### src/logic/cts_pkg.sv
// Constants, state encoding and carrier types for the machine-cycle timing block.
// Assumes one core clock with a near even duty cycle; both its edges are used.
package cts_pkg;
	localparam int CTS_CLK_PERIOD_NS = 50;
	localparam int CTS_STATE_TIME_NS = 50;
	localparam int CTS_CLKS_PER_STATE = (CTS_STATE_TIME_NS + CTS_CLK_PERIOD_NS - 1) / CTS_CLK_PERIOD_NS;
	localparam int CTS_STRETCH_LSB = 0;
	localparam int CTS_STRETCH_MSB = 2;
	localparam logic [7:0] CTS_CCR_RESET = 8'h01;
	localparam logic [2:0] CTS_STRETCH_ZERO = 3'h0;
	localparam logic [3:0] CTS_MC_ZERO = 4'h0;
	localparam logic [3:0] CTS_MC_ONE = 4'h1;
	localparam logic [7:0] CTS_OP_COMPARE_JUMP_UNEQUAL_FIRST = 8'hB4;
	localparam logic [7:0] CTS_OP_COMPARE_JUMP_UNEQUAL_LAST = 8'hBF;
	localparam logic [7:0] CTS_OP_XRD_DPTR = 8'hE0;
	localparam logic [7:0] CTS_OP_XRD_R0 = 8'hE2;
	localparam logic [7:0] CTS_OP_XRD_R1 = 8'hE3;
	localparam logic [7:0] CTS_OP_XWR_DPTR = 8'hF0;
	localparam logic [7:0] CTS_OP_XWR_R0 = 8'hF2;
	localparam logic [7:0] CTS_OP_XWR_R1 = 8'hF3;

	typedef enum logic [1:0]
	{
		CTS_STATE_ONE = 2'h0,
		CTS_STATE_TWO = 2'h1,
		CTS_STATE_THREE = 2'h3,
		CTS_STATE_FOUR = 2'h2
	} cts_state_t;

	typedef struct packed
	{
		cts_state_t state;
		cts_state_t state_late;
		logic cycle_end;
		logic fetch;
		logic core_hold;
	} cts_timing_t;

	typedef struct packed
	{
		logic addr_drive;
		logic rd_n;
		logic wr_n;
	} cts_xmem_t;
endpackage : cts_pkg

### src/logic/cts_cycle_timing.sv
// Machine-cycle sequencer, instruction length decoder and external data move stretcher.
// Assumes the core presents each new opcode with a valid flag from the same clock domain.
`timescale 1ns/1ps

// Notes on behaviour
// [RULE1] Four one-clock states per machine cycle, fixed order.
// [RULE2] At most one opcode byte fetched per cycle.
// [RULE3] Decoder covers all 256 opcodes, 133 single-cycle.
// [RULE4] Non-move instructions take one to five cycles.
// [RULE5] Internal state clocked on both clock edges.
// [RULE6] Move starts with fetch, then address and access.
// [RULE7] Stretch field bits 2..0 give 2..9 cycles.
// [RULE8] Stretch resets to one, three cycles.
// [RULE9] Strobe width 2, 4, 8, then plus four.
// [RULE10] Strobes widen with the added move cycles.
// [RULE11] Stretch affects moves only; core frozen meanwhile.
// [RULE12] Compare-jump B4..BF: three bytes, four cycles.
// [RULE13] Stretch sampled at move start, held throughout.
module cts_cycle_timing
(
	input wire logic clk_sys_i,
	input wire logic arst_n_i,
	input wire logic clk_en_i,
	input wire logic [7:0] opcode_i,
	input wire logic opcode_valid_i,
	input wire logic ccr_wr_i,
	input wire logic [7:0] ccr_data_i,
	output logic [7:0] ccr_o,
	output cts_pkg::cts_timing_t timing_o,
	output cts_pkg::cts_xmem_t xmem_o
);
	import cts_pkg::*;

	cts_state_t state;
	cts_state_t next_state;
	cts_state_t state_late;
	logic [7:0] cycle_control_register;
	logic [3:0] mc_left;
	logic [3:0] next_mc_left;
	logic [1:0] bytes_left;
	logic [1:0] next_bytes_left;
	logic in_move;
	logic next_in_move;
	logic move_write;
	logic next_move_write;
	logic [2:0] move_stretch;
	logic [2:0] next_move_stretch;
	logic [3:0] acc_idx;
	logic [3:0] next_acc_idx;
	logic new_instr;
	logic is_move;
	logic cycle_end;
	logic fetch_cycle;
	logic core_hold;

	function automatic cts_state_t step_state(input cts_state_t s);
		case (s)
			CTS_STATE_ONE: step_state = CTS_STATE_TWO;
			CTS_STATE_TWO: step_state = CTS_STATE_THREE;
			CTS_STATE_THREE: step_state = CTS_STATE_FOUR;
			CTS_STATE_FOUR: step_state = CTS_STATE_ONE;
			default: step_state = CTS_STATE_ONE;
		endcase
	endfunction : step_state

	// Byte count of each opcode, grouped by the low nibble of the opcode map.
	function automatic logic [1:0] bytes_of(input logic [7:0] op);
		logic [1:0] n;
		n = 2'h1;
		if (op[3])
		begin
			case (op[7:4])
				4'h7, 4'h8, 4'hA, 4'hD: n = 2'h2;
				4'hB: n = 2'h3;
				default: n = 2'h1;
			endcase
		end
		else
		begin
			case (op[2:0])
				3'h0:
				begin
					case (op[7:4])
						4'h0, 4'hE, 4'hF: n = 2'h1;
						4'h1, 4'h2, 4'h3, 4'h9: n = 2'h3;
						default: n = 2'h2;
					endcase
				end
				3'h1: n = 2'h2;
				3'h2:
				begin
					case (op[7:4])
						4'h0, 4'h1: n = 2'h3;
						4'h2, 4'h3, 4'hE, 4'hF: n = 2'h1;
						default: n = 2'h2;
					endcase
				end
				3'h3:
				begin
					case (op[7:4])
						4'h4, 4'h5, 4'h6: n = 2'h3;
						default: n = 2'h1;
					endcase
				end
				3'h4:
				begin
					case (op[7:4])
						4'h0, 4'h1, 4'h8, 4'hA, 4'hC, 4'hD, 4'hE, 4'hF: n = 2'h1;
						4'hB: n = 2'h3;
						default: n = 2'h2;
					endcase
				end
				3'h5:
				begin
					case (op[7:4])
						4'h8, 4'hB, 4'hD: n = 2'h3;
						default: n = 2'h2;
					endcase
				end
				default:
				begin
					case (op[7:4])
						4'h7, 4'h8, 4'hA: n = 2'h2;
						4'hB: n = 2'h3;
						default: n = 2'h1;
					endcase
				end
			endcase
		end
		bytes_of = n;
	endfunction : bytes_of

	// Machine cycles of every non-move opcode; most equal the byte count.
	function automatic logic [3:0] cycles_of(input logic [7:0] op);
		logic [3:0] c;
		c = {2'h0, bytes_of(op)}; // [RULE3]
		if (op >= CTS_OP_COMPARE_JUMP_UNEQUAL_FIRST && op <= CTS_OP_COMPARE_JUMP_UNEQUAL_LAST)
			c = 4'h4; // [RULE12]
		else if (op[3:0] == 4'h1)
			c = 4'h3;
		else
		begin
			case (op)
				8'h02, 8'h12, 8'h10, 8'h20, 8'h30, 8'hD5: c = 4'h4;
				8'h22, 8'h32, 8'h73, 8'h83, 8'h93: c = 4'h2;
				8'h40, 8'h50, 8'h60, 8'h70, 8'h80: c = 4'h3;
				8'hD8, 8'hD9, 8'hDA, 8'hDB, 8'hDC, 8'hDD, 8'hDE, 8'hDF: c = 4'h3;
				8'h84, 8'hA4: c = 4'h5;
				default: c = {2'h0, bytes_of(op)};
			endcase
		end
		cycles_of = c; // [RULE4]
	endfunction : cycles_of

	function automatic logic move_op(input logic [7:0] op);
		move_op = (op == CTS_OP_XRD_DPTR) || (op == CTS_OP_XRD_R0) || (op == CTS_OP_XRD_R1)
			|| (op == CTS_OP_XWR_DPTR) || (op == CTS_OP_XWR_R0) || (op == CTS_OP_XWR_R1);
	endfunction : move_op

	// Strobe is low for two clocks unstretched, else four clocks per stretch step.
	function automatic logic strobe_on(input logic mv, input logic [2:0] st,
		input logic [3:0] idx, input cts_state_t s);
		if (!mv)
			strobe_on = 1'b0;
		else if (st == CTS_STRETCH_ZERO)
			strobe_on = (idx == CTS_MC_ZERO) && (s == CTS_STATE_TWO || s == CTS_STATE_THREE); // [RULE9]
		else
			strobe_on = (idx >= CTS_MC_ONE) && (idx <= {1'b0, st}); // [RULE10]
	endfunction : strobe_on

	assign new_instr = (mc_left == CTS_MC_ZERO) && !in_move;
	assign is_move = move_op(opcode_i);

	always_comb
	begin
		next_state = step_state(state); // [RULE1]
		next_mc_left = mc_left;
		next_bytes_left = bytes_left;
		next_in_move = in_move;
		next_move_write = move_write;
		next_move_stretch = move_stretch;
		next_acc_idx = acc_idx;
		if (state == CTS_STATE_FOUR)
		begin
			if (in_move)
			begin
				// The access phase spans stretch plus one cycles after the fetch.
				if (acc_idx == {1'b0, move_stretch})
				begin
					next_in_move = 1'b0;
					next_acc_idx = CTS_MC_ZERO;
				end
				else
					next_acc_idx = acc_idx + CTS_MC_ONE;
			end
			else if (new_instr && opcode_valid_i)
			begin
				if (is_move)
				begin
					next_in_move = 1'b1; // [RULE6]
					next_move_write = opcode_i[4];
					next_move_stretch = cycle_control_register[CTS_STRETCH_MSB:CTS_STRETCH_LSB]; // [RULE13]
					next_acc_idx = CTS_MC_ZERO;
				end
				else
				begin
					next_mc_left = cycles_of(opcode_i) - CTS_MC_ONE;
					next_bytes_left = bytes_of(opcode_i) - 2'h1; // [RULE2]
				end
			end
			else if (mc_left != CTS_MC_ZERO)
			begin
				next_mc_left = mc_left - CTS_MC_ONE;
				if (bytes_left != 2'h0)
					next_bytes_left = bytes_left - 2'h1;
			end
		end
	end

	always_ff @(posedge clk_sys_i or negedge arst_n_i)
	begin
		if (!arst_n_i)
			state <= CTS_STATE_ONE;
		else if (clk_en_i)
			state <= next_state; // [RULE1]
	end

	// A falling-edge copy of the state gives half-state resolution to the core.
	always_ff @(negedge clk_sys_i or negedge arst_n_i)
	begin
		if (!arst_n_i)
			state_late <= CTS_STATE_ONE;
		else if (clk_en_i)
			state_late <= state; // [RULE5]
	end

	always_ff @(posedge clk_sys_i or negedge arst_n_i)
	begin
		if (!arst_n_i)
			cycle_control_register <= CTS_CCR_RESET; // [RULE8]
		else if (clk_en_i && ccr_wr_i)
			cycle_control_register <= ccr_data_i; // [RULE7]
	end

	always_ff @(posedge clk_sys_i or negedge arst_n_i)
	begin
		if (!arst_n_i)
		begin
			mc_left <= CTS_MC_ZERO;
			bytes_left <= 2'h0;
		end
		else if (clk_en_i)
		begin
			mc_left <= next_mc_left;
			bytes_left <= next_bytes_left;
		end
	end

	always_ff @(posedge clk_sys_i or negedge arst_n_i)
	begin
		if (!arst_n_i)
		begin
			in_move <= 1'b0;
			move_write <= 1'b0;
			move_stretch <= CTS_STRETCH_ZERO;
			acc_idx <= CTS_MC_ZERO;
		end
		else if (clk_en_i)
		begin
			in_move <= next_in_move;
			move_write <= next_move_write;
			move_stretch <= next_move_stretch;
			acc_idx <= next_acc_idx;
		end
	end

	// Outputs are registered from the next values so they align with the state they describe.
	always_ff @(posedge clk_sys_i or negedge arst_n_i)
	begin
		if (!arst_n_i)
		begin
			cycle_end <= 1'b0;
			fetch_cycle <= 1'b1;
			core_hold <= 1'b0;
		end
		else if (clk_en_i)
		begin
			cycle_end <= (next_state == CTS_STATE_FOUR);
			fetch_cycle <= ((next_mc_left == CTS_MC_ZERO) && !next_in_move)
				|| (next_bytes_left != 2'h0); // [RULE2]
			// Only cycles beyond the normal two-cycle move freeze the core.
			core_hold <= next_in_move && (next_acc_idx >= CTS_MC_ONE); // [RULE11]
		end
	end

	always_ff @(posedge clk_sys_i or negedge arst_n_i)
	begin
		if (!arst_n_i)
		begin
			xmem_o.addr_drive <= 1'b0;
			xmem_o.rd_n <= 1'b1;
			xmem_o.wr_n <= 1'b1;
		end
		else if (clk_en_i)
		begin
			xmem_o.addr_drive <= next_in_move; // [RULE6]
			xmem_o.rd_n <= !(strobe_on(next_in_move, next_move_stretch, next_acc_idx, next_state)
				&& !next_move_write); // [RULE9]
			xmem_o.wr_n <= !(strobe_on(next_in_move, next_move_stretch, next_acc_idx, next_state)
				&& next_move_write); // [RULE10]
		end
	end

	// The carrier has one driver; its fields come from registers of both clock edges.
	assign timing_o = '{state: state, state_late: state_late, cycle_end: cycle_end,
		fetch: fetch_cycle, core_hold: core_hold};
	assign ccr_o = cycle_control_register;
endmodule : cts_cycle_timing

### config.mk
export PLATFORM = sky130hd
export DESIGN_NAME = cts_cycle_timing
export DESIGN_NICKNAME = d
export VERILOG_FILES = /design/src/logic/cts_pkg.sv /design/src/logic/cts_cycle_timing.sv
export SDC_FILE = /design/constraint.sdc
export NUM_CORES = 1
export LEC_CHECK = 0
export ABC_AREA = 1
export BUFFER_PORTS_ARGS = -buffer_cell sky130_fd_sc_hd__buf_2
export CELL_PAD_IN_SITES_DETAIL_PLACEMENT = 0
export CELL_PAD_IN_SITES_GLOBAL_PLACEMENT = 1
export CORE_MARGIN = 10
export CORE_UTILIZATION = 36
export CTS_CLUSTER_SIZE = 8
export DETAILED_ROUTE_END_ITERATION = 10
export HOLD_SLACK_MARGIN = 0.15
export PLACE_DENSITY_LB_ADDON = 0.1
export SLEW_MARGIN = 5
export SYNTH_ARGS = -nofsm -noshare
export SYNTH_HDL_FRONTEND = slang
export SYNTH_SLANG_ARGS = --single-unit
### constraint.sdc
create_clock -name clk_sys_i -period 2.6 [get_ports clk_sys_i]
set_input_delay 0.26 -clock clk_sys_i [delete_from_list [all_inputs] [get_ports clk_sys_i]]
set_output_delay 0.26 -clock clk_sys_i [all_outputs]
set_load 0.05 [all_outputs]
# After elaboration in Yosys (flattened, before gate mapping)

Memory sizes are Yosys's and may differ from the RTL's.
Index checks and enable logic that the tools add are counted.
W data, S select, Z words.

Flip-flop bits (word level): 32
ROM bits: 64
Input port bits: 21
Output and inout bits: 18
Word-level logic and storage cells: 182
Memories kept: 2

Memories:

| name             | words | bits a word | read ports | clocked after memory_dff | wr ports | line                    | text |
|---|---|---|---|---|---|---|---|
| (name not given) | 16    | 2           | 1          | 0                        | 0        | cts_cycle_timing.sv:107 | `case (op[7:4])` |
| (name not given) | 16    | 2           | 1          | 0                        | 0        | cts_cycle_timing.sv:107 |  |

Add/subtract/negate cells: 5
Magnitude comparators: 4
Equal/unequal tests: 59
Mux-type cells: 54
Reductions and logical operators: 44

Operators by type and width:

| cell                 | count |
|---|---|
| $eq A8 B8 Y1 const B | 20 |
| $mux W4              | 14 |
| $eq A8 B7 Y1 const B | 5 |
| $eq A8 B6 Y1 const B | 4 |
| $eq A4 B4 Y1 const B | 7 |
| $mux W2              | 13 |
| $pmux W2 S6          | 2 |
| $mux W3              | 6 |
| $eq A4 B3 Y1 const B | 4 |
| $eq A8 B5 Y1 const B | 2 |
| $logic_not A4 Y1     | 4 |
| $pmux W2 S2          | 4 |
| $mux W1              | 13 |
| $reduce_or A13 Y1    | 1 |
| $pmux W3 S4          | 1 |
| $reduce_or A3 Y1     | 4 |
| $reduce_or A4 Y1     | 3 |
| $logic_and A1 B1 Y1  | 10 |
| $eq A2 B2 Y1 const B | 4 |
| $eq A4 B1 Y1 const B | 2 |
| $eq A4 B2 Y1 const B | 2 |
| $eq A8 B2 Y1 const B | 1 |
| $ge A8 B8 Y1 const B | 1 |
| $le A8 B8 Y1 const B | 1 |
| 20 further kinds     | 38 |

# Longest topological paths before layout

Gate-level depths: netlist of run 1.

Word-level depth: 20
Mapped depth: 20
Depth with buffers taken out: 20

==> results.txt, run 1 <==
The final weighted congestion in routability-driven placement came out at 0.8605. Entering global routing, the biggest net connects 24 pins. The largest fanout on the critical path is 2. The routed design has 6.499 mm of wire. The number of buffers and inverters on the critical path is 1. The number of nets in the synthesized netlist came out at 381. Of all flip-flops after synthesis, the portion carrying an async set or reset was 100.0%. The first global-routing pass estimated 10.93 mm of wire. STA classifies the critical path endpoint as an output pin. Data on the critical path arrives at its endpoint at 2.26 ns. IR analysis of the VDD net gives a maximum drop of 477.8 uV. The launching point of the worst reg2reg path is mc_left[0]. The setup slack on the worst flop-to-flop path came out at 0.20 ns. In this run, the number of DRC markers left after iteration 0 of detailed routing was 119. The most used flip-flop cell after synthesis is sky130_fd_sc_hd__dfrtp_1. The clock network fraction of design power came out at 16.1%. The number of clock sinks came out at 32.

The die width came out at 101.8 um. The maximum buffer depth of the clock tree is 2. Counting instances, the worst hold path has a depth of 2. The proportion of total power due to net switching came out at 46.72%. The antenna diode instance count is 0. Across the run, the number of max-cap violations was 0.

Dividing the detail-routed wire length by the instance count gives 13.51 um. By startpoint and endpoint, the worst setup path is classified as flop to output pin. The setup violation total in the final timing report came out at 0. After synthesis, the cell types taking the most area are sky130_fd_sc_hd__dfrtp_1 (27%), sky130_fd_sc_hd__nand2_1 (16%), sky130_fd_sc_hd__nor2_1 (6.5%). The largest individual stage delay along the critical path comes from the cell sky130_fd_sc_hd__dfrtn_1.

The synthesized area came out at 2409 sq um. Cells fill 45.43% of the core in the end. The analysis attributes to net switching a power of 1.109 mW. The cell with the most instances after synthesis is sky130_fd_sc_hd__nand2_1. By count the netlist is led by sky130_fd_sc_hd__nand2_1 (103), sky130_fd_sc_hd__nor2_1 (42), sky130_fd_sc_hd__inv_1 (38).

The height of the die is 101.8 um. The number of H-tree levels is 2. The post-detailed-route DRC marker count is 0. The clock latency of the later-clocked register in the worst-skew pair came out at 0.29 ns. A synthesized cell averages 6.804 sq um. Summed over all instances, the cell type with the most area after synthesis is sky130_fd_sc_hd__dfrtp_1.

The depth of the most critical reg-to-reg path is 20. The tightest min-delay check is of the primary input to flop type. The path with the worst hold slack has its endpoint at ccr_o[0]. For this run, the total global-route usage over all layers was measured as 12.95%. The proportion of layout cells with a drive suffix above 1 came out at 26.98%. The number of standard-cell rows in the floorplan is 29. The number of clock buffers inserted by TritonCTS is 5. For the worst setup path, the data required time is 2.34 ns.

The total number of nets in the final design is 430. The worst flop-to-flop path endpoint is xmem_o[0]. The worst clock skew came out at 0.009808 ns.

The run finished with clean final reports. The final HPWL from detailed placement is 5.222 mm. The share of power burned in combinational logic came out at 52.1%.

The CTS clock-pin slew for the worst setup and hold paths is 0.07 ns. The final number of max-transition violations is 0. The internal cell power came out at 1.265 mW.

On the worst path, the slowest cell contributes a delay of 0.41 ns. On the critical path the largest part of the delay comes from flip-flops. Sequential cells burn 31.7% of the power. The top-level port count came out at 39.

Total power for the finished layout comes to 2.374 mW. Clock tree synthesis selected as its root buffer the cell sky130_fd_sc_hd__clkbuf_8. The global-route congestion overflow total came out at 0. The initial core utilization came out at 37.50%. The total core area came out at 6422 sq um. The signal on the critical path passes through buf_2. The relative max-transition margin is 71.44%. For this design the static power due to leakage is 1.483 nW. The count of antenna-violating nets left after detailed routing came out at 0. The number of global-route vias before repair came out at 2,273. The port buffer count came out at 38. The number of fill cells came out at 697. The count of state elements after synthesis is 32. The detailed-route vias per instance is 4.936. The number of synthesized flops with an enable pin came out at 0. TritonCTS built the clock tree. The area of the die came out at 10,360 sq um. The pre-antenna-repair detailed-routing pass consisted of 5 iterations. The share of the Yosys chip area taken by registers is 33.45%. The source of the worst hold timing path is ccr_data_i[0]. The power per unit of standard cell area came out at 813.5 nW/um^2. The worst-margin pin slew came out at 0.4239 ns. The number of antenna violations at the first check in global routing is 0. The number of warnings reported in the yosys synthesis log came out at 0.

The relative area change from synthesis to final layout is 21.14%. The count of different cell masters after synthesis is 38. In the synthesized netlist, the number of instances is 354. The number of hold violations in the final report came to 0. Summing over every cut layer, the via total after detailed routing is 2,374. The area share of the leading cell type in the synthesized netlist came out at 27.01%.

In the final timing run, aggregate negative setup slack is 0 ns. The critical path startpoint category is a flop.
-- routing by layer --
| metal | global-route usage (%) | up-vias | share of wire (%) |
|---|---|---|---|
| li1 | - | 1233 | - |
| met1 | 18.14 | 1098 | 49 |
| met2 | 19.53 | 39 | 45 |
| met3 | 2.995 | 4 | 4.4 |
| met4 | 3.080 | 0 | 0.75 |
| met5 | 0 | - | 0 |
-- cell usage in the layout (no fill, tap or decap), types with 4 or more instances in the layout --
cell type / instances
sky130_fd_sc_hd__buf_2: 38
sky130_fd_sc_hd__inv_1: 34
sky130_fd_sc_hd__o21ai_0: 25
sky130_fd_sc_hd__dfrtp_1: 26
sky130_fd_sc_hd__nand3_2: 4
sky130_fd_sc_hd__inv_2: 8
sky130_fd_sc_hd__mux2_2: 8
sky130_fd_sc_hd__buf_4: 15
sky130_fd_sc_hd__nand2_1: 102
sky130_fd_sc_hd__nand2_2: 4
sky130_fd_sc_hd__dfstp_2: 4
sky130_fd_sc_hd__clkbuf_8: 5
sky130_fd_sc_hd__nor2_2: 4
sky130_fd_sc_hd__a21oi_1: 11
sky130_fd_sc_hd__nor2_1: 42
sky130_fd_sc_hd__nand3_1: 25
sky130_fd_sc_hd__ha_1: 4
sky130_fd_sc_hd__nand4_1: 6
-- stage by stage --
step	cells	hold WS, ns	cell area [sq um]	setup WS (ns)
after floorplan	354	-0.03559	2409	0.1617
after global placement	467	0.1339	2696	0.06455
after detailed placement	467	0.1361	2696	0.008189
after CTS	476	0.1863	2798	0.05700
after global routing	481	0.1971	2918	-0.04546
final	481	0.1986	2918	0.08146
-- worst max-delay path by stage --
stage | cells after the start | start | endpoint
after floorplan | 20 | mc_left[0] | xmem_o[0]
after global placement | 17 | mc_left[0] | xmem_o[0]
after detailed placement | 17 | mc_left[0] | xmem_o[0]
after CTS | 20 | mc_left[0] | xmem_o[0]
after global routing | 20 | mc_left[0] | xmem_o[0]
final | 1 | state_late[0] | timing_o[3]
-- timing repair --
| item | CTS | global route |
|---|---|---|
| pin swaps | 0 | 7 |
| hold buffers | 1 | 0 |
| buffers inserted | 0 | 5 |
| gates resized for setup | 1 | 20 |
| hold endpoints to repair | 7 | 0 |
| setup endpoints to repair | 1 | 2 |
-- flip-flops by register name, summed over array words and instances (netlist names) --
signal,count
acc_idx,4
bytes_left,2
ccr_o,8
core_hold,1
cycle_end,1
fetch_cycle,1
mc_left,4
move_stretch,3
move_write,1
state,2
state_late,2
xmem_o,3
-- power groups by stage --
| stage | sequential [mW] | clock, mW | combinational [mW] |
|---|---|---|---|
| after floorplan | 0.850 | 0 | 0.768 |
| after global placement | 0.750 | 0 | 1.13 |
| after detailed placement | 0.755 | 0 | 1.13 |
| after CTS | 0.747 | 0.407 | 1.13 |
| after global routing | 0.775 | 0.423 | 1.40 |
| final | 0.753 | 0.383 | 1.24 |
-- cell families after synthesis --
logic type / after synthesis / share of synthesized area, %
XOR/XNOR: 4 / 1.455
AO/OA/AOI/OAI: 52 / 12.00
flip-flops: 32 / 33.45
buffers and inverters: 56 / 9.922
AND/OR/NAND/NOR: 196 / 36.31
multiplexers: 8 / 3.740
adder cells (fa/ha/maj): 6 / 3.117
-- final cells by class --
class / instances / area (sq um) / area share, %
tap: 77 / 96.34 / 3.302
inverter: 44 / 167.7 / 5.746
clock inverter: 3 / 18.77 / 0.6432
sequential: 32 / 805.8 / 27.62
multi-input combinational: 266 / 1448 / 49.61
timing repair buffer: 54 / 312.8 / 10.72
clock buffer: 5 / 68.82 / 2.358
Note: power is estimated with default switching activity, not from simulation.
==> inputs of run 2 (changes only) <==
Settings changed: PLACE_DENSITY set to 0.81, PLACE_DENSITY_LB_ADDON 0.1 to unset.
==> results.txt, run 2 (synthesis gave the netlist of run 1 again) <==
Status: finished clean (unchanged). The worst-case setup margin in the final layout is 0.06896 ns (was 0.08146 ns). The clock latency of the later-clocked register in the worst-skew pair is 0.29 ns (about the same).

The family with the most delay on the worst path is flip-flops (unchanged). The critical path startpoint category was a flop (unchanged). The number of flip-flops under the largest register name was 8 (unchanged). The total number of nets in the final design was 427 (was 430).

The setup violation total in the final timing report was 0 (unchanged). The count of routing violations after the opening detailed-route iteration is 136 (was 119). The relative max-transition margin is 72.29% (was 71.44%). The number of hold violations in the final report is 0 (unchanged). The initial core utilization was 37.50% (unchanged).

The relative area change from synthesis to final layout is 20.10% (was 21.14%). The worst IR drop on VDD is 380.6 uV (was 477.8 uV). The number of H-tree levels came to 2 (unchanged).

The number of standard-cell rows in the floorplan is 29 (unchanged). The final HPWL from detailed placement is 4.920 mm (was 5.222 mm). The power per unit of standard cell area came out at 836.2 nW/um^2 (was 813.5 nW/um^2). The proportion of total power due to net switching came to 44.55% (was 46.72%).

The kind of end point of the critical path is an output pin (unchanged). The source of the worst hold timing path is ccr_data_i[1] (was ccr_data_i[0]). The number of clock buffers inserted by TritonCTS came out at 5 (unchanged). The switching power summed over all nets was 1.078 mW (was 1.109 mW). The height of the die came out at 101.8 um (unchanged). The internal cell power is 1.341 mW (was 1.265 mW).

The die width came out at 101.8 um (unchanged). The worst min-delay path category was primary input to flop (unchanged). The number of buffers and inverters on the critical path is 1 (unchanged).

The arrival time at the worst endpoint came out at 2.27 ns (was 2.26 ns). The final weighted congestion in routability-driven placement came out at 0.8374 (was 0.8605). The number of vias after detailed routing is 2,390 (was 2,374).

The count of maximum capacitance violations is 0 (unchanged). The static leakage power came to 1.470 nW (was 1.483 nW). The commonest non-fill, non-tap cell in the layout is sky130_fd_sc_hd__nand2_1 (unchanged). The antenna diode instance count is 0 (unchanged). The depth of the most critical reg-to-reg path is 20 (unchanged).

The instance area at placement was 2681 sq um (was 2696 sq um). The number of fill cells came out at 666 (was 697). The share of power burned in combinational logic came out at 49.5% (was 52.1%). The clock network fraction of design power came to 19.6% (was 16.1%). The top-level port count came out at 39 (unchanged). The global-route congestion overflow total is 0 (unchanged).

The highest cell delay on the worst timing path is 0.41 ns (about the same). The launching point of the worst reg2reg path is mc_left[0] (unchanged). The wire length per cell is 12.93 um (was 13.51 um). The setup slack on the worst flop-to-flop path was 0.21 ns (was 0.20 ns).

The post-detailed-route DRC marker count came out at 0 (unchanged). The area of the die was 10,360 sq um (unchanged). Critical Path, Cell by Cell: buf_2 (unchanged). The wire length of the first global-routing pass came to 10.31 mm (was 10.93 mm). The endpoint of the worst hold-timing path is ccr_o[1] (was ccr_o[0]). The maximum buffer depth of the clock tree is 2 (unchanged). The clock root buffer is sky130_fd_sc_hd__clkbuf_8 (unchanged).

The number of antenna violations at the first check in global routing is 0 (unchanged). The number of global-route vias before repair came out at 2,325 (was 2,273). The CTS clock-pin slew for the worst setup and hold paths is 0.07 ns (about the same). The pin count of the biggest net entering global routing is 31 (was 24). The slowest library cell on the worst path is sky130_fd_sc_hd__dfrtn_1 (unchanged). The clock tree from TritonCTS is built (unchanged).

The largest fanout on the critical path is 2 (unchanged). The worst-margin pin slew was 0.4152 ns (was 0.4239 ns). The worst flop-to-flop path endpoint is xmem_o[0] (unchanged).

The total wire length came out at 6.179 mm (was 6.499 mm). The required time reported for the critical path endpoint is 2.34 ns (about the same). The type of the worst setup path is flop to output pin (unchanged).

The count of antenna-violating nets left after detailed routing is 0 (unchanged). The worst setup timing slack at the placement stage is 0.06113 ns (was 0.008189 ns). The total core area is 6422 sq um (unchanged). The worst clock skew is 0.006813 ns (was 0.009808 ns). The post-route cell area is 2893 sq um (was 2918 sq um). The port buffer count was 38 (unchanged).

The total routing resource utilization after global routing is 12.15% (was 12.95%). The detailed-route vias per instance came out at 5.000 (was 4.936). The final number of max-transition violations came out at 0 (unchanged). The worst hold path depth came out at 2 (unchanged). The number of clock sinks came out at 32 (unchanged). The proportion of layout cells with a drive suffix above 1 came out at 24.94% (was 26.98%). The sum of negative setup slack came out at 0 ns (unchanged).

The proportion of power drawn by flip-flops and latches came out at 30.9% (was 31.7%). The iteration count of the initial detailed-routing pass is 4 (was 5). Commonest cells after routing, fill and taps aside: sky130_fd_sc_hd__nand2_1 (103), sky130_fd_sc_hd__nor2_1 (42), sky130_fd_sc_hd__buf_2 (38) (was sky130_fd_sc_hd__nand2_1 (102), sky130_fd_sc_hd__nor2_1 (42), sky130_fd_sc_hd__buf_2 (38)).
-- run 2: layout make-up --
type | instances | area, sq um | share of cell area (%)
Sequential cell | 32 | 805.8 | 27.85
Tap cell | 77 | 96.34 | 3.330
Clock inverter | 3 | 42.54 | 1.471
Multi-Input combinational cell | 266 | 1421 | 49.13
Inverter | 44 | 167.7 | 5.796
Clock buffer | 5 | 68.82 | 2.379
Timing Repair Buffer | 51 | 290.3 | 10.03
-- run 2: timing repair --
| item | in CTS | in global routing |
|---|---|---|
| endpoints found under the setup margin | 0 | 2 |
| hold endpoints to repair | 26 | 0 |
| buffers inserted | 0 | 4 |
| hold buffers | 1 | 0 |
| gates resized for setup | 0 | 14 |
-- run 2: metrics by stage --
stage                     util, %  cells  hold WS (ns)  power (mW)
after floorplan                 -    354      -0.03559       1.618
after global placement      41.75    465        0.4067       1.860
after detailed placement    41.75    465        0.4052       1.869
after CTS                   43.64    474        0.1905       2.358
after global routing        45.04    478        0.1977       2.624
final                       45.04    478        0.2023       2.419
-- run 2: worst max-delay path by stage --
stage	start	endpoint	slack, ns	depth (start not counted)
floorplan	mc_left[0]	xmem_o[0]	0.16	20
global placement	mc_left[0]	xmem_o[0]	0.11	20
detailed placement	mc_left[0]	xmem_o[0]	0.06	20
CTS	mc_left[0]	xmem_o[0]	0.03	20
global route	mc_left[0]	xmem_o[0]	-0.02	20
finish	state_late[1]	timing_o[4]	0.07	1
-- run 2: power by group through the flow --
stage	Combinational [mW]	Sequential, mW	Clock, mW
finish	1.20	0.748	0.473
global route	1.34	0.768	0.512
CTS	1.12	0.748	0.491
detailed placement	1.11	0.756	0
global placement	1.11	0.752	0
floorplan	0.768	0.850	0
-- run 2: metal layers --
layer / GRT usage [%] / up-vias / share of wire [%]
li1: - / 1226 / -
met1: 14.34 / 1091 / 44
met2: 21.02 / 63 / 49
met3: 2.927 / 10 / 5.6
met4: 4.180 / 0 / 1.5
met5: 0 / - / 0
==> inputs of run 3 (changes only) <==
Settings changed: CELL_PAD_IN_SITES_GLOBAL_PLACEMENT 1 to 2, CORE_UTILIZATION 36 to 28.
==> results.txt, run 3 (synthesis gave the netlist of run 1 again) <==
The worst setup timing slack at the placement stage came out at 0.08751 ns (was 0.06113 ns). The static leakage power came out at 1.484 nW (was 1.470 nW). The top-level port count is 39 (unchanged).

The total number of nets in the final design came to 433 (was 427). The power per unit of standard cell area was 824.3 nW/um^2 (was 836.2 nW/um^2). The relative max-transition margin came to 68.97% (was 72.29%). The count of maximum capacitance violations is 0 (unchanged).

The origin of the worst setup path is state_late[0] (was state_late[1]). The number of H-tree levels is 2 (unchanged). The worst clock skew is 0.01087 ns (was 0.006813 ns). The total routing resource utilization after global routing is 10.49% (was 12.15%).

The iteration count of the initial detailed-routing pass came out at 4 (unchanged). The proportion of layout cells with a drive suffix above 1 is 26.04% (was 24.94%). The maximum buffer depth of the clock tree is 2 (unchanged). The number of vias after detailed routing came to 2,354 (was 2,390). The number of clock sinks came to 32 (unchanged). The number of global-route vias before repair is 2,399 (was 2,325). The port buffer count came out at 38 (unchanged). The depth of the most critical reg-to-reg path is 20 (unchanged). The number of clock buffers inserted by TritonCTS came out at 5 (unchanged). The type of the worst setup path is flop to output pin (unchanged).

The antenna diode instance count came out at 0 (unchanged). The initial core utilization was 29.02% (was 37.50%). The required time reported for the critical path endpoint is 2.34 ns (about the same).

The critical path startpoint category is a flop (unchanged). The global routing's busiest layer is met2 (unchanged). The height of the die is 112.7 um (was 101.8 um). Status: finished clean (unchanged). The setup slack on the worst flop-to-flop path came out at 0.25 ns (was 0.21 ns). The highest cell delay on the worst timing path came out at 0.40 ns (was 0.41 ns).

The slowest library cell on the worst path was sky130_fd_sc_hd__dfrtn_1 (unchanged). The number of gates on the worst path with buffers counted came out at 1 (unchanged). The number of antenna violations at the first check in global routing came out at 0 (unchanged). The worst-case setup margin in the final layout came out at 0.07857 ns (was 0.06896 ns). The count of routing violations after the opening detailed-route iteration came out at 79 (was 136).

The worst min-delay path category was primary input to flop (unchanged). The die width is 112.7 um (was 101.8 um). The met1 routing resource usage after global routing is 12.39% (was 14.34%). The total core area was 8299 sq um (was 6422 sq um). The launching point of the worst reg2reg path was mc_left[0] (unchanged). Critical Path, Cell by Cell: buf_2 (unchanged). The global routing usage on met2 came out at 18.59% (was 21.02%).

The wire length of the first global-routing pass came out at 11.31 mm (was 10.31 mm). The number of standard-cell rows in the floorplan is 33 (was 29). The worst IR drop on VDD is 383.0 uV (was 380.6 uV). The overall power of the completed layout is 2.426 mW (was 2.419 mW). The worst-margin pin slew came to 0.4649 ns (was 0.4152 ns). The relative area change from synthesis to final layout is 22.18% (was 20.10%).

The wire length per cell is 12.84 um (was 12.93 um). The CTS clock-pin slew for the worst setup and hold paths came out at 0.07 ns (about the same). The detailed-route vias per instance is 4.598 (was 5.000). The number of flip-flops under the largest register name came out at 8 (unchanged). The setup violation total in the final timing report came out at 0 (unchanged). The pin count of the biggest net entering global routing was 29 (was 31). The cell count after placement is 498 (was 465). The clock latency of the later-clocked register in the worst-skew pair came out at 0.29 ns (about the same). The fraction of met3 tracks used by global routing is 2.377% (was 2.927%). The arrival time at the worst endpoint was 2.26 ns (was 2.27 ns).

The family with the most delay on the worst path is flip-flops (unchanged). The kind of end point of the critical path is an output pin (unchanged). The final number of max-transition violations came to 0 (unchanged). The largest fanout on the critical path is 2 (unchanged). The area of the die is 12,710 sq um (was 10,360 sq um). The global-route congestion overflow total is 0 (unchanged).

The total wire length is 6.576 mm (was 6.179 mm). The number of hold violations in the final report is 0 (unchanged). The post-detailed-route DRC marker count came out at 0 (unchanged). The commonest non-fill, non-tap cell in the layout is sky130_fd_sc_hd__nand2_1 (unchanged). The worst flop-to-flop path endpoint is xmem_o[0] (unchanged). The final HPWL from detailed placement is 5.454 mm (was 4.920 mm). The termination of the worst setup path is timing_o[3] (was timing_o[4]). The count of antenna-violating nets left after detailed routing is 0 (unchanged). The sum of negative setup slack came out at 0 ns (unchanged). The number of buffers and inverters on the critical path came out at 1 (unchanged).

The number of non-filler instances in the completed layout came out at 512 (was 478). The clock tree from TritonCTS is built (unchanged). The clock root buffer was sky130_fd_sc_hd__clkbuf_8 (unchanged).

Setup repair after global routing left no endpoint under its margin. The final weighted congestion in routability-driven placement is 0.8183 (was 0.8374). Commonest cells after routing, fill and taps aside: sky130_fd_sc_hd__nand2_1 (103), sky130_fd_sc_hd__nor2_1 (42), sky130_fd_sc_hd__buf_2 (38) (unchanged).
run 3: worst min path at each step:
stage,from,to,depth (start not counted)
3_3_place_gp,arst_n_i,state[1],1
2_1_floorplan,arst_n_i,acc_idx[0],0
6_report,ccr_data_i[1],ccr_o[1],2
4_1_cts,ccr_data_i[1],ccr_o[1],2
5_1_grt,ccr_data_i[4],ccr_o[4],2
3_5_place_dp,arst_n_i,state[1],1
run 3: timing repair:
item / CTS / global route
hold buffers: 1 / 0
endpoints found under the setup margin: 0 / 2
setup buffers: 0 / 5
resized for setup: 0 / 11
hold endpoints to repair: 26 / 0
run 3: final cells by class:
cell class,count,area [sq um]
Clock inverter,2,35.03
Clock buffer,6,72.57
Fill cell,898,5356
Multi-Input combinational cell,266,1398
Sequential cell,32,805.8
Timing Repair Buffer,57,335.3
Inverter,44,165.2
Tap cell,105,131.4
run 3: layer usage:
| metal | routed length [um] | vias up |
|---|---|---|
| met5 | 0 | - |
| met4 | 50 | 0 |
| met3 | 273 | 6 |
| met2 | 3296 | 40 |
| met1 | 2956 | 1073 |
| li1 | - | 1235 |
run 3: where the power goes:
group | total (mW) | internal, mW | switching [mW]
registers | 0.744 | 0.638 | 0.106
logic | 1.21 | 0.434 | 0.778
clock network | 0.470 | 0.284 | 0.185
run 3: through the flow:
| step | cell area [sq um] | hold WS, ns | utilization (%) |
|---|---|---|---|
| after global placement | 2754 | 0.09891 | 33.18 |
| after floorplan | 2409 | -0.03559 | - |
| after global routing | 2943 | 0.2084 | 35.46 |
| after detailed placement | 2754 | 0.09737 | 33.18 |
| after CTS | 2872 | 0.1982 | 34.60 |
| final | 2943 | 0.2052 | 35.46 |
